===== src/rtl/ufc_pkg.sv =====
// Constants, types and helpers for the serial frame-format block
// Notes on behaviour
// - mode 0: data ones plus parity even
// - mode 1: data ones plus parity odd
// - parity sense ignored while parity is off
// - async transmit: one or two stop bits
// - receiver checks only the first stop bit
// - low second stop starts next character
// - five-bit field selects 5-bit characters in async mode
// - baud source 00 system, 01 subclock
// - parity enable adds and checks parity
// - synchronous mode never adds or checks parity
// - five-bit frames drop data bits 7..5
package ufc_pkg;
	// Register bus geometry
	localparam int         ADDR_W   = 5;
	localparam logic [4:0] OFS_MODE = 5'h00;
	localparam logic [4:0] OFS_TXD  = 5'h04;
	localparam logic [4:0] OFS_STAT = 5'h08;
	localparam logic [4:0] OFS_RXD  = 5'h0c;
	localparam logic [4:0] OFS_DIV  = 5'h10;
	// Reset values
	localparam logic [7:0] MODE_RST = 8'h00;
	localparam logic [7:0] TXD_RST  = 8'hff;
	localparam logic [7:0] DIV_RST  = 8'h00;
	// Status bit positions
	localparam int ST_BUSY = 0;
	localparam int ST_FULL = 1;
	localparam int ST_PERR = 2;
	localparam int ST_FERR = 3;
	// Baud sources and sampling
	localparam logic [1:0] CKS_SYS  = 2'h0;
	localparam logic [1:0] CKS_SUB  = 2'h1;
	localparam logic [3:0] OVS_LAST = 4'hf;
	localparam logic [3:0] OVS_MID  = 4'h7;
	localparam logic [3:0] LEN_8    = 4'h8;
	localparam logic [3:0] LEN_7    = 4'h7;
	localparam logic [3:0] LEN_5    = 4'h5;

	// Mode register layout, bit 7 down to bit 0
	typedef struct packed {
		logic       sync;             // Clock synchronous mode
		logic       chr7;             // Seven-bit characters
		logic       parity_enable;
		logic       parity_odd_select;
		logic       two_stop;
		logic       five_bit_format;
		logic       baud_source_sel_hi;
		logic       baud_source_sel_lo;
	} ufc_mode_t;

	// Effective frame format after mode decoding
	typedef struct packed {
		logic [3:0] nbits;            // Data bits per frame
		logic       par;              // Parity bit present
		logic       odd;              // Odd sense
		logic       stop2;            // Second stop bit sent
	} ufc_fmt_t;

	// Receiver report to the register side
	typedef struct packed {
		logic       done;             // One-cycle frame end
		logic       perr;
		logic       ferr;
		logic [7:0] data;
	} ufc_rx_t;

	typedef enum logic [4:0] {
		SER_IDLE  = 5'h01,
		SER_START = 5'h02,
		SER_DATA  = 5'h04,
		SER_PAR   = 5'h08,
		SER_STOP  = 5'h10
	} ufc_ser_e;

	// Mode to format; sync mode drops parity and five-bit
	function automatic ufc_fmt_t ufc_decode(ufc_mode_t m);
		ufc_fmt_t f;
		f.par   = m.parity_enable & ~m.sync;
		f.odd   = m.parity_odd_select & f.par;
		f.stop2 = m.two_stop & ~m.sync;
		if (m.sync)
			f.nbits = LEN_8;
		else if (m.five_bit_format)
			f.nbits = LEN_5;
		else if (m.chr7)
			f.nbits = LEN_7;
		else
			f.nbits = LEN_8;
		return f;
	endfunction
endpackage


===== src/rtl/ufc_rx.sv =====
// Frame receiver: start hunt, data, parity and first stop check
`timescale 1ns/1ps
`default_nettype none
module ufc_rx
(
	// Clock and reset
	input  wire logic          pclk,
	input  wire logic          presetn,
	// Line and timing
	input  wire logic          rx_pin,
	input  wire logic          tick,
	input  wire ufc_pkg::ufc_fmt_t fmt,
	// Report
	output ufc_pkg::ufc_rx_t   rep
);
	import ufc_pkg::*;

	typedef struct packed {
		logic [1:0] sy;             // Pin synchroniser, two stages
		ufc_ser_e   st;
		logic [3:0] ovs;            // Sixteenth-bit counter
		logic [3:0] cnt;            // Data bit index
		logic [7:0] sh;             // Shift, filled from top
		logic       acc;            // Running parity
		ufc_rx_t    rep;
	} ufc_rxs_t;

	ufc_rxs_t s_reg;
	ufc_rxs_t s_next;
	logic     line;

	// Only the second stage feeds logic
	assign line = s_reg.sy[1];
	assign rep  = s_reg.rep;

	// Next-state logic of the receiver
	always_comb
	begin
		s_next          = s_reg;
		s_next.sy       = {s_reg.sy[0], rx_pin};
		s_next.rep.done = 1'b0;
		case (s_reg.st)
			SER_IDLE:
			begin
				// A low line here may be a low second stop bit
				if (!line)
				begin
					s_next.st  = SER_START;
					s_next.ovs = '0;
				end
			end
			SER_START:
			begin
				if (tick)
				begin
					s_next.ovs = s_reg.ovs + 4'h1;
					if (s_reg.ovs == OVS_MID)
					begin
						// Glitch rejection at mid start bit
						s_next.st  = line ? SER_IDLE : SER_DATA;
						s_next.ovs = '0;
						s_next.cnt = '0;
						s_next.acc = 1'b0;
					end
				end
			end
			SER_DATA:
			begin
				if (tick)
				begin
					s_next.ovs = s_reg.ovs + 4'h1;
					if (s_reg.ovs == OVS_LAST)
					begin
						s_next.sh  = {line, s_reg.sh[7:1]};
						s_next.acc = s_reg.acc ^ line;
						s_next.cnt = s_reg.cnt + 4'h1;
						if (s_reg.cnt == fmt.nbits - 4'h1)
							s_next.st = fmt.par ? SER_PAR : SER_STOP;
					end
				end
			end
			SER_PAR:
			begin
				if (tick)
				begin
					s_next.ovs = s_reg.ovs + 4'h1;
					if (s_reg.ovs == OVS_LAST)
					begin
						s_next.acc = s_reg.acc ^ line;
						s_next.st  = SER_STOP;
					end
				end
			end
			SER_STOP:
			begin
				if (tick)
				begin
					s_next.ovs = s_reg.ovs + 4'h1;
					if (s_reg.ovs == OVS_LAST)
					begin
						// Only the first stop is checked
						s_next.st        = SER_IDLE;
						s_next.rep.done  = 1'b1;
						s_next.rep.ferr  = ~line;
						s_next.rep.perr  = fmt.par &
							(s_reg.acc != fmt.odd);
						s_next.rep.data  = s_reg.sh >>
							(LEN_8 - fmt.nbits);
					end
				end
			end
			default:
				s_next.st = SER_IDLE;
		endcase
	end

	// State register
	always_ff @(posedge pclk or negedge presetn)
	begin
		if (!presetn)
		begin
			s_reg     <= '0;
			s_reg.sy  <= 2'h3;
			s_reg.st  <= SER_IDLE;
		end
		else
			s_reg <= s_next;
	end
endmodule
`default_nettype wire


===== src/rtl/ufc_top.sv =====
// Serial channel with mode register, baud source and transmitter
//
// The implementer's own choices: the placing of the registers and the APB interface to the registers.
`timescale 1ns/1ps
`default_nettype none
module ufc_top
(
	// Clock and reset
	input  wire logic                      pclk,
	input  wire logic                      presetn,
	// APB slave
	input  wire logic                      psel,
	input  wire logic                      penable,
	input  wire logic                      pwrite,
	input  wire logic [ufc_pkg::ADDR_W-1:0] paddr,
	input  wire logic [31:0]               pwdata,
	output logic      [31:0]               prdata,
	output logic                           pready,
	output logic                           pslverr,
	// Serial pins
	input  wire logic                      sub_clk_pin,
	input  wire logic                      rx_pin,
	output logic                           tx_pin
);
	import ufc_pkg::*;

	// Whole register-side state
	typedef struct packed {
		ufc_mode_t  mode;           // Frame format register
		logic [7:0] div;            // Baud divider
		logic [7:0] txd;            // Transmit holding
		logic [7:0] rxd;            // Last received data
		logic [7:0] bcnt;           // Baud prescale count
		logic       tick;           // Sixteen per bit
		logic [2:0] sub_s;          // Subclock synchroniser
		ufc_ser_e   tx;
		logic [3:0] tovs;
		logic [3:0] tbit;
		logic [7:0] sh;
		logic       tpar;           // Parity of current frame
		logic       txo;
		logic       full;
		logic       perr;
		logic       ferr;
		logic [31:0] rdata;
	} ufc_st_t;

	ufc_st_t  s_reg;
	ufc_st_t  s_next;
	ufc_fmt_t fmt;
	ufc_rx_t  rx;
	logic     setup;
	logic     access;
	logic     mapped;
	logic     wr;
	logic     src;
	logic     bit_end;

	assign fmt     = ufc_decode(s_reg.mode);
	assign setup   = psel & ~penable;
	assign access  = psel & penable;
	assign mapped  = paddr == OFS_MODE || paddr == OFS_TXD ||
		paddr == OFS_STAT || paddr == OFS_RXD || paddr == OFS_DIV;
	assign wr      = access & pwrite & mapped;
	// No wait states: read data was caught in setup
	assign pready  = access;
	assign pslverr = access & ~mapped;
	assign prdata  = s_reg.rdata;
	assign tx_pin  = s_reg.txo;
	assign bit_end = s_reg.tick && s_reg.tovs == OVS_LAST;

	// Receiver sees the same decoded format
	ufc_rx u_rx
	(
		.pclk    (pclk),
		.presetn (presetn),
		.rx_pin  (rx_pin),
		.tick    (s_reg.tick),
		.fmt     (fmt),
		.rep     (rx)
	);

	// Baud source select; 10 and 11 give no ticks at all
	always_comb
	begin
		case ({s_reg.mode.baud_source_sel_hi,
			s_reg.mode.baud_source_sel_lo})
			CKS_SYS: src = 1'b1;
			CKS_SUB: src = s_reg.sub_s[1] & ~s_reg.sub_s[2];
			default: src = 1'b0;
		endcase
	end

	// Next-state logic: bus, baud, transmitter, flags
	always_comb
	begin
		s_next       = s_reg;
		s_next.tick  = 1'b0;
		s_next.sub_s = {s_reg.sub_s[1:0], sub_clk_pin};

		// Prescale exponent is fixed at zero
		if (src)
		begin
			if (s_reg.bcnt == s_reg.div)
			begin
				s_next.bcnt = '0;
				s_next.tick = 1'b1;
			end
			else
				s_next.bcnt = s_reg.bcnt + 8'h01;
		end

		// Register writes
		if (wr && paddr == OFS_MODE)
			s_next.mode = pwdata[7:0];
		if (wr && paddr == OFS_DIV)
			s_next.div = pwdata[7:0];
		if (wr && paddr == OFS_TXD)
			s_next.txd = pwdata[7:0];

		// Transmitter; a write while busy only updates holding
		if (s_reg.tick)
			s_next.tovs = s_reg.tovs + 4'h1;
		case (s_reg.tx)
			SER_IDLE:
			begin
				if (wr && paddr == OFS_TXD)
				begin
					s_next.tx   = SER_START;
					s_next.tovs = '0;
					s_next.sh   = pwdata[7:0];
					// Parity over the sent bits only
					s_next.tpar = fmt.odd ^ ^(pwdata[7:0] &
						~(8'hff << fmt.nbits));
				end
			end
			SER_START:
			begin
				if (bit_end)
				begin
					s_next.tx   = SER_DATA;
					s_next.tbit = '0;
				end
			end
			SER_DATA:
			begin
				if (bit_end)
				begin
					s_next.sh   = s_reg.sh >> 1;
					s_next.tbit = s_reg.tbit + 4'h1;
					// Upper bits never leave in short formats
					if (s_reg.tbit == fmt.nbits - 4'h1)
					begin
						s_next.tx   = fmt.par ? SER_PAR : SER_STOP;
						s_next.tbit = '0;
					end
				end
			end
			SER_PAR:
			begin
				if (bit_end)
					s_next.tx = SER_STOP;
			end
			SER_STOP:
			begin
				if (bit_end)
				begin
					if (fmt.stop2 && s_reg.tbit == 4'h0)
						s_next.tbit = 4'h1;
					else
						s_next.tx = SER_IDLE;
				end
			end
			default:
				s_next.tx = SER_IDLE;
		endcase

		// Line level follows the next state
		case (s_next.tx)
			SER_START: s_next.txo = 1'b0;
			SER_DATA:  s_next.txo = s_next.sh[0];
			SER_PAR:   s_next.txo = s_next.tpar;
			default:   s_next.txo = 1'b1;
		endcase

		// Sticky flags: write one clears, a new event wins
		if (wr && paddr == OFS_STAT)
		begin
			s_next.full = s_reg.full & ~pwdata[ST_FULL];
			s_next.perr = s_reg.perr & ~pwdata[ST_PERR];
			s_next.ferr = s_reg.ferr & ~pwdata[ST_FERR];
		end
		if (rx.done)
		begin
			s_next.full = 1'b1;
			s_next.rxd  = rx.data;
			if (rx.perr)
				s_next.perr = 1'b1;
			if (rx.ferr)
				s_next.ferr = 1'b1;
		end

		// Read data caught in the setup cycle
		if (setup)
		begin
			s_next.rdata = '0;
			case (paddr)
				OFS_MODE: s_next.rdata[7:0] = s_reg.mode;
				OFS_TXD:  s_next.rdata[7:0] = s_reg.txd;
				OFS_RXD:  s_next.rdata[7:0] = s_reg.rxd;
				OFS_DIV:  s_next.rdata[7:0] = s_reg.div;
				OFS_STAT:
				begin
					s_next.rdata[ST_BUSY] = s_reg.tx != SER_IDLE;
					s_next.rdata[ST_FULL] = s_reg.full;
					s_next.rdata[ST_PERR] = s_reg.perr;
					s_next.rdata[ST_FERR] = s_reg.ferr;
				end
				default: s_next.rdata = '0;
			endcase
		end
	end

	// State register
	always_ff @(posedge pclk or negedge presetn)
	begin
		if (!presetn)
		begin
			s_reg       <= '0;
			s_reg.mode  <= MODE_RST;
			s_reg.div   <= DIV_RST;
			s_reg.txd   <= TXD_RST;
			s_reg.tx    <= SER_IDLE;
			s_reg.txo   <= 1'b1;
		end
		else
			s_reg <= s_next;
	end
endmodule
`default_nettype wire


===== config.mk =====
export PLATFORM = sky130hd
export DESIGN_NAME = ufc_top
export DESIGN_NICKNAME = d
export VERILOG_FILES = /design/src/rtl/ufc_pkg.sv /design/src/rtl/ufc_rx.sv /design/src/rtl/ufc_top.sv
export SDC_FILE = /design/constraint.sdc
export NUM_CORES = 1
export LEC_CHECK = 0
export BUFFER_PORTS_ARGS = -buffer_cell sky130_fd_sc_hd__clkbuf_2
export CORE_ASPECT_RATIO = 1.1
export CORE_MARGIN = 1
export CORE_UTILIZATION = 30
export CTS_BUF_LIST = sky130_fd_sc_hd__clkbuf_8
export DETAILED_ROUTE_END_ITERATION = 8
export PLACE_DENSITY_LB_ADDON = 0.2
export SLEW_MARGIN = 30
export SYNTH_ARGS = -nofsm -noshare
export SYNTH_HDL_FRONTEND = slang
export SYNTH_SLANG_ARGS = --single-unit

===== constraint.sdc =====
create_clock -name pclk -period 2.9 [get_ports pclk]
set_input_delay 0 -clock pclk [delete_from_list [all_inputs] [get_ports pclk]]
set_output_delay 0 -clock pclk [all_outputs]
set_load 0.01 [all_outputs]

---- After elaboration in Yosys (flattened, before gate mapping) ----
Cells that the tools add are included.
cells by class
  shift-type cells ........................ 2
  $add $sub $neg .......................... 7
  multiplexer cells ....................... 57
  reduce and logical (&&, ||, !) cells .... 28
  equality and inequality tests ........... 41
  bitwise gates (word level) .............. 25
operators by type and width
  kind                   number
  $mux W5                11
  $pmux W5 S5            2
  $mux W9                5
  $pmux W4 S5            2
  $mux W13               3
  $mux W4                9
  $mux W11               3
  $eq A5 B4 Y1 const B   5
  $mux W22               1
  $eq A5 B3 Y1 const B   4
  $ne A2 B2 Y1 const B   10
  $add A4 B1 Y4 const B  4
  $pmux W4 S4            1
  $pmux W8 S2            1
  $eq A5 B2 Y1 const B   3
  $eq A5 B5 Y1 const B   3
  $and A1 B1 Y1          13
  $mux W12               1
  $pmux W4 S3            1
  $eq A5 B1 Y1 const B   2
  $ne A2 B1 Y1 const B   5
  $reduce_and A10 Y1     1
  $reduce_and A5 Y1      2
  $mux W1                9
  33 further kinds       59
word-level totals
  bits of input ports ..................... 44
  logic and storage cells ................. 195
  register bits after elaboration ......... 113
  output and inout bits ................... 35

---- Longest topological paths before layout ----
  depth after elaboration ................. 11
  mapped depth ............................ 10
  depth with buffers taken out ............ 10

---- Hierarchy ----
A second synthesis with hierarchy kept.
second synthesis, totals
  cell total of the unflattened synthesis .. 647
  area, all modules ....................... 6,482.5 um^2
by module, submodules not included
  module   cells each  sequential area each (um^2)  area each (um^2)  instances
  ufc_top  399         1,964.4                      4,162.7           1
  ufc_rx   248         879.6                        2,319.7           1

---- Least setup slack after synthesis ----
Ideal clock, no wire load.
  kind .................................... reg-to-reg
  start ................................... reg s_reg[101] (netlist name)
  end ..................................... reg u_rx.s_reg[29] (netlist name)
  path buffers ............................ 1
  required time ........................... 2.775 ns
  setup time .............................. 0.125 ns
  path slack .............................. 0.269 ns
  arrival ................................. 2.506 ns
  stages on the path, launching flop included .. 10
  clock period less this slack ............ 2.631 ns
  path through ............................ dfrtp_1 -> o21bai_4 -> buf_2 -> ha_1 -> ha_1 -> xor2_1 -> nand3_1 -> o311a_1 -> nor3b_4 -> mux2_2
between the ends
  longest elaborated chain between the ends .. 5
ends and longest elaborated chain
  element                              RTL line        RTL
  start, declared                      ufc_top.sv:48   ufc_st_t s_reg;
  start signal, assigned               ufc_top.sv:237  s_reg <= s_next;
  $mux W4                              ufc_pkg.sv:82   if (m.sync)
  $sub A4 B1 Y4                        ufc_rx.sv:77    if (s_reg.cnt == fmt.nbits - 4'h1)
  $eq A4 B4 Y1                         ufc_rx.sv:77
  $ne A2 B1 Y1 (no source line)        --
  $reduce_and A10 Y1 (no source line)  --
  end signal, assigned                 ufc_rx.sv:127   s_reg <= s_next;
  end, declared                        ufc_rx.sv:28    ufc_rxs_t s_reg;
No other way between the ends.
A chain may end at the register's enable or synchronous reset.

---- Final worst setup path ----
  start ................................... reg s_reg[101] (netlist name)
  end ..................................... reg u_rx.s_reg[30] (netlist name)
Same word-level chain as after synthesis.

==> results by group <==
Logic synthesis
  – Mapped cell area: 6110 sq um
  – Synth Flop Type: dfrtp_1
  – EDFF count, synth: 0
  – #FFs+latches synth: 113
  – Asr flop ratio synth: 1.000
  – Synth Area per Inst: 10.32 sq um
  – Most frequent cell after synthesis: dfrtp_1
  – Post-synthesis cell type with the largest combined area: dfrtp_1
  – Top post-synthesis cells by count: dfrtp_1 (100), nand2_1 (71), mux2_2 (45), o21ai_0 (40), nor2_1 (35)
  – Cells after synthesis: 592
  – Distinct cells, synth: 67
  – YS warnings: 0
  – Synth top area cells: dfrtp_1 (41%), mux2_2 (8.3%), dfstp_2 (5.6%)
  – Seq/Total Area, Yosys: 0.4655
  – Yosys top cell area share: 0.4096

Worst setup path
  – Crit-path most repeated cell: ha_1
  – Worst-path maximum fanout: 6
  – Buf+Inv Stages, Crit Path: 0
  – CP peak stage delay: 0.43 ns
  – Crit-path slowest cell: dfrtp_1
  – Cell chain of the critical path: nor2_1 > nand2_1 > ha_1 > ha_1 > xor2_1 > nand3_1 > o311a_1 > nor3b_4 > mux2_2
  – Worst endpoint required time: 3.23 ns
  – CP Capture Type: register
  – Worst path top cell family by delay: simple AND/OR/NAND/NOR gates
  – Critical Path AT: 2.98 ns
  – CP Launch Type: register
  – CP Class: register to register

Clock tree
  – CTS tree: yes
  – Setup Fix Bufs, Post-CTS: 0
  – Clock tree sinks: 113
  – H-tree depth: 4
  – Clock Latency Late Sink: 0.44 ns
  – Num CTS Buffers: 17
  – Hold-fix buffers, CTS: 11
  – Max Root-Sink Buffers: 2
  – Clock root buffer: clkbuf_8
  – Clk pin slew, worst setup/hold paths: 0.07 ns
  – # resized after CTS: 0

Power and ir drop
  – Pleak: 0.003177 uW
  – Worst vdd ir: 320.2 uV
  – Pwr dens: 638.6 nW/um^2

Layout
  – Fin area: 6899 sq um
  – Largest register FFs: 67
  – Fillers: 2012
  – Nets: 683
  – Ant diodes: 0
  – Ratio of cells with drive above 1 in the final layout: 0.2200
  – Layout area overhead: 12.92%

Job
  – Max Cap Viol: 0

Timing
  – Peak Freq: 0.3771 GHz
  – Final Setup Violations: 0
  – Final worst setup slack: 0.2482 ns
  – Setup TNS: 0 ns
  – Final Critical Period: 2.652 ns
  – Actual transition at the worst max-transition pin: 0.6358 ns
  – Unrepaired setup endpoints after global routing: no
  – Worst clock skew: 0.01011 ns
  – Max-slew violation total from the final report: 0
  – Max_slew headroom: 0.5745
  – Final hold viol count: 0
  – Fin crit share: 0.9144

Hold path
  – Path category of the worst min-delay check: input pin to register

Place
  – DP Worst Slack: 0.2463 ns
  – DP HPWL: 9.971 mm
  – # port buffers: 30
  – Final GP Congestion: 0.8311
  – DP Area: 6377 sq um

Drt
  – Uppermost routed layer: met4
  – Drt drc: 0
  – First-pass DRT Iterations: 5
  – Metal2 WL: 6.688 mm
  – Post-DR vias/cell: 4.962
  – Per-cell routed wire length: 15.52 um
  – Metal-1 WL: 6.462 mm
  – Vias: 4431
  – Antenna Nets Post-Route: 0
  – Drt initial violations: 227
  – Wire length on met3: 401 um
  – Final Routed Wirelength: 13.86 mm

Global routing
  – Initial antenna violation count: 0
  – Largest net degree at the start of global routing: 76
  – First-pass GRT wire length: 23.10 mm
  – Grt total ovfl: 0
  – Vias in the first global route: 4382
  – GRT Overall Usage: 0.1399

Floorplanning
  – Die Width: 138.1 um
  – Starting Density: 0.3076
  – Die H: 151.7 um
  – Core ar.: 19860 sq um
  – Die ar.: 20940 sq um
  – # rows: 54
  – Io pins: 79

Run status
  – Status: finished, final reports clean
-- worst paths after layout --
| check | start | to | slack [ns] | cells past startpoint |
|---|---|---|---|---|
| worst max-delay path | s_reg[101] | u_rx.s_reg[30] | 0.25 | 9 |
| worst min-delay path | paddr[0] | prdata[4] | 0.06 | 5 |
| worst max register to register | s_reg[101] | u_rx.s_reg[30] | 0.25 | 9 |
| worst min register to register | s_next[59] | s_next[60] | 0.35 | 0 |
| max in group asynchronous | presetn | u_rx.s_next[34] | 2.01 | 3 |
| min in group asynchronous | presetn | s_reg[67] | 0.08 | 2 |
-- cell usage in the layout, fill, tap and decap left out, types with 3 or more instances in the layout --
cell             n
dfrtp_1        100
nand2_1         71
mux2_2          45
o21ai_0         40
nor2_1          35
clkbuf_2        29
conb_1          24
clkbuf_8        22
nand3_1         19
xnor2_1         17
inv_1           15
nor2b_1         15
xor2_1          14
a22o_1          14
dfstp_2         13
ha_1            11
dlygate4sd3_1   11
a21oi_1         10
mux2i_1          9
o31ai_1          9
and2_1           7
and3_1           7
nor3_1           7
nand4_1          6
a211oi_1         6
a22oi_1          6
a221oi_1         5
buf_4            5
nand2b_1         4
a221o_1          4
o211ai_1         3
a21o_1           3
nand3b_1         3
a222oi_1         3
clkinvlp_4       3
-- layer usage --
metal,track usage,vias to the layer above
li1,-,2145
met1,0.1769,2182
met4,0.05220,0
met2,0.2325,83
met3,0.03331,21
met5,0,-
-- area by class of cell --
cell class	instances	area, sq um	share of cell area
well taps	252	315.3	0.04570
inverters	13	48.80	0.007073
clock inverters	10	108.9	0.01578
multi-input cells	437	2967	0.4300
flip-flops and latches	113	2844	0.4122
clock buffers	22	302.8	0.04389
repair buffers	46	312.8	0.04534
-- tightest hold or removal path, delay by kind of cell --
family / cells / cell delay [ns]
AND/OR/NAND/NOR: 3 / 0.18
AO/OA/AOI/OAI: 1 / 0.18
buffers and inverters: 1 / 0.10
-- cells by family after synthesis --
family                   Yosys count  share of synthesized area
AO/OA/AOI/OAI                    124                     0.1462
XOR/XNOR                          31                    0.04444
adder cells (fa/ha/maj)           11                    0.02253
buffers and inverters             65                    0.06308
flip-flops                       113                     0.4655
multiplexers                      54                    0.09769
other                              1                  0.0006138
AND/OR/NAND/NOR                  193                     0.1599
-- power by group --
group	internal [uW]	leakage, uW	switching [uW]	total, uW
logic	411	0.00147	513	924
registers	1750	0.00150	215	1960
clock network	869	0.000209	650	1520
total	3030	0.00318	1380	4410
-- stage by stage --
step	std cells	hold WS [ns]	power [uW]	util
2_1_floorplan	615	-0.2956	2654	-
3_3_place_gp	850	0.002782	2874	0.3211
3_5_place_dp	850	0.01759	2901	0.3211
4_1_cts	893	0.03674	4464	0.3473
5_1_grt	893	0.09030	4672	0.3473
6_report	893	0.05886	4406	0.3473
Power figures use the tool's default switching activity.
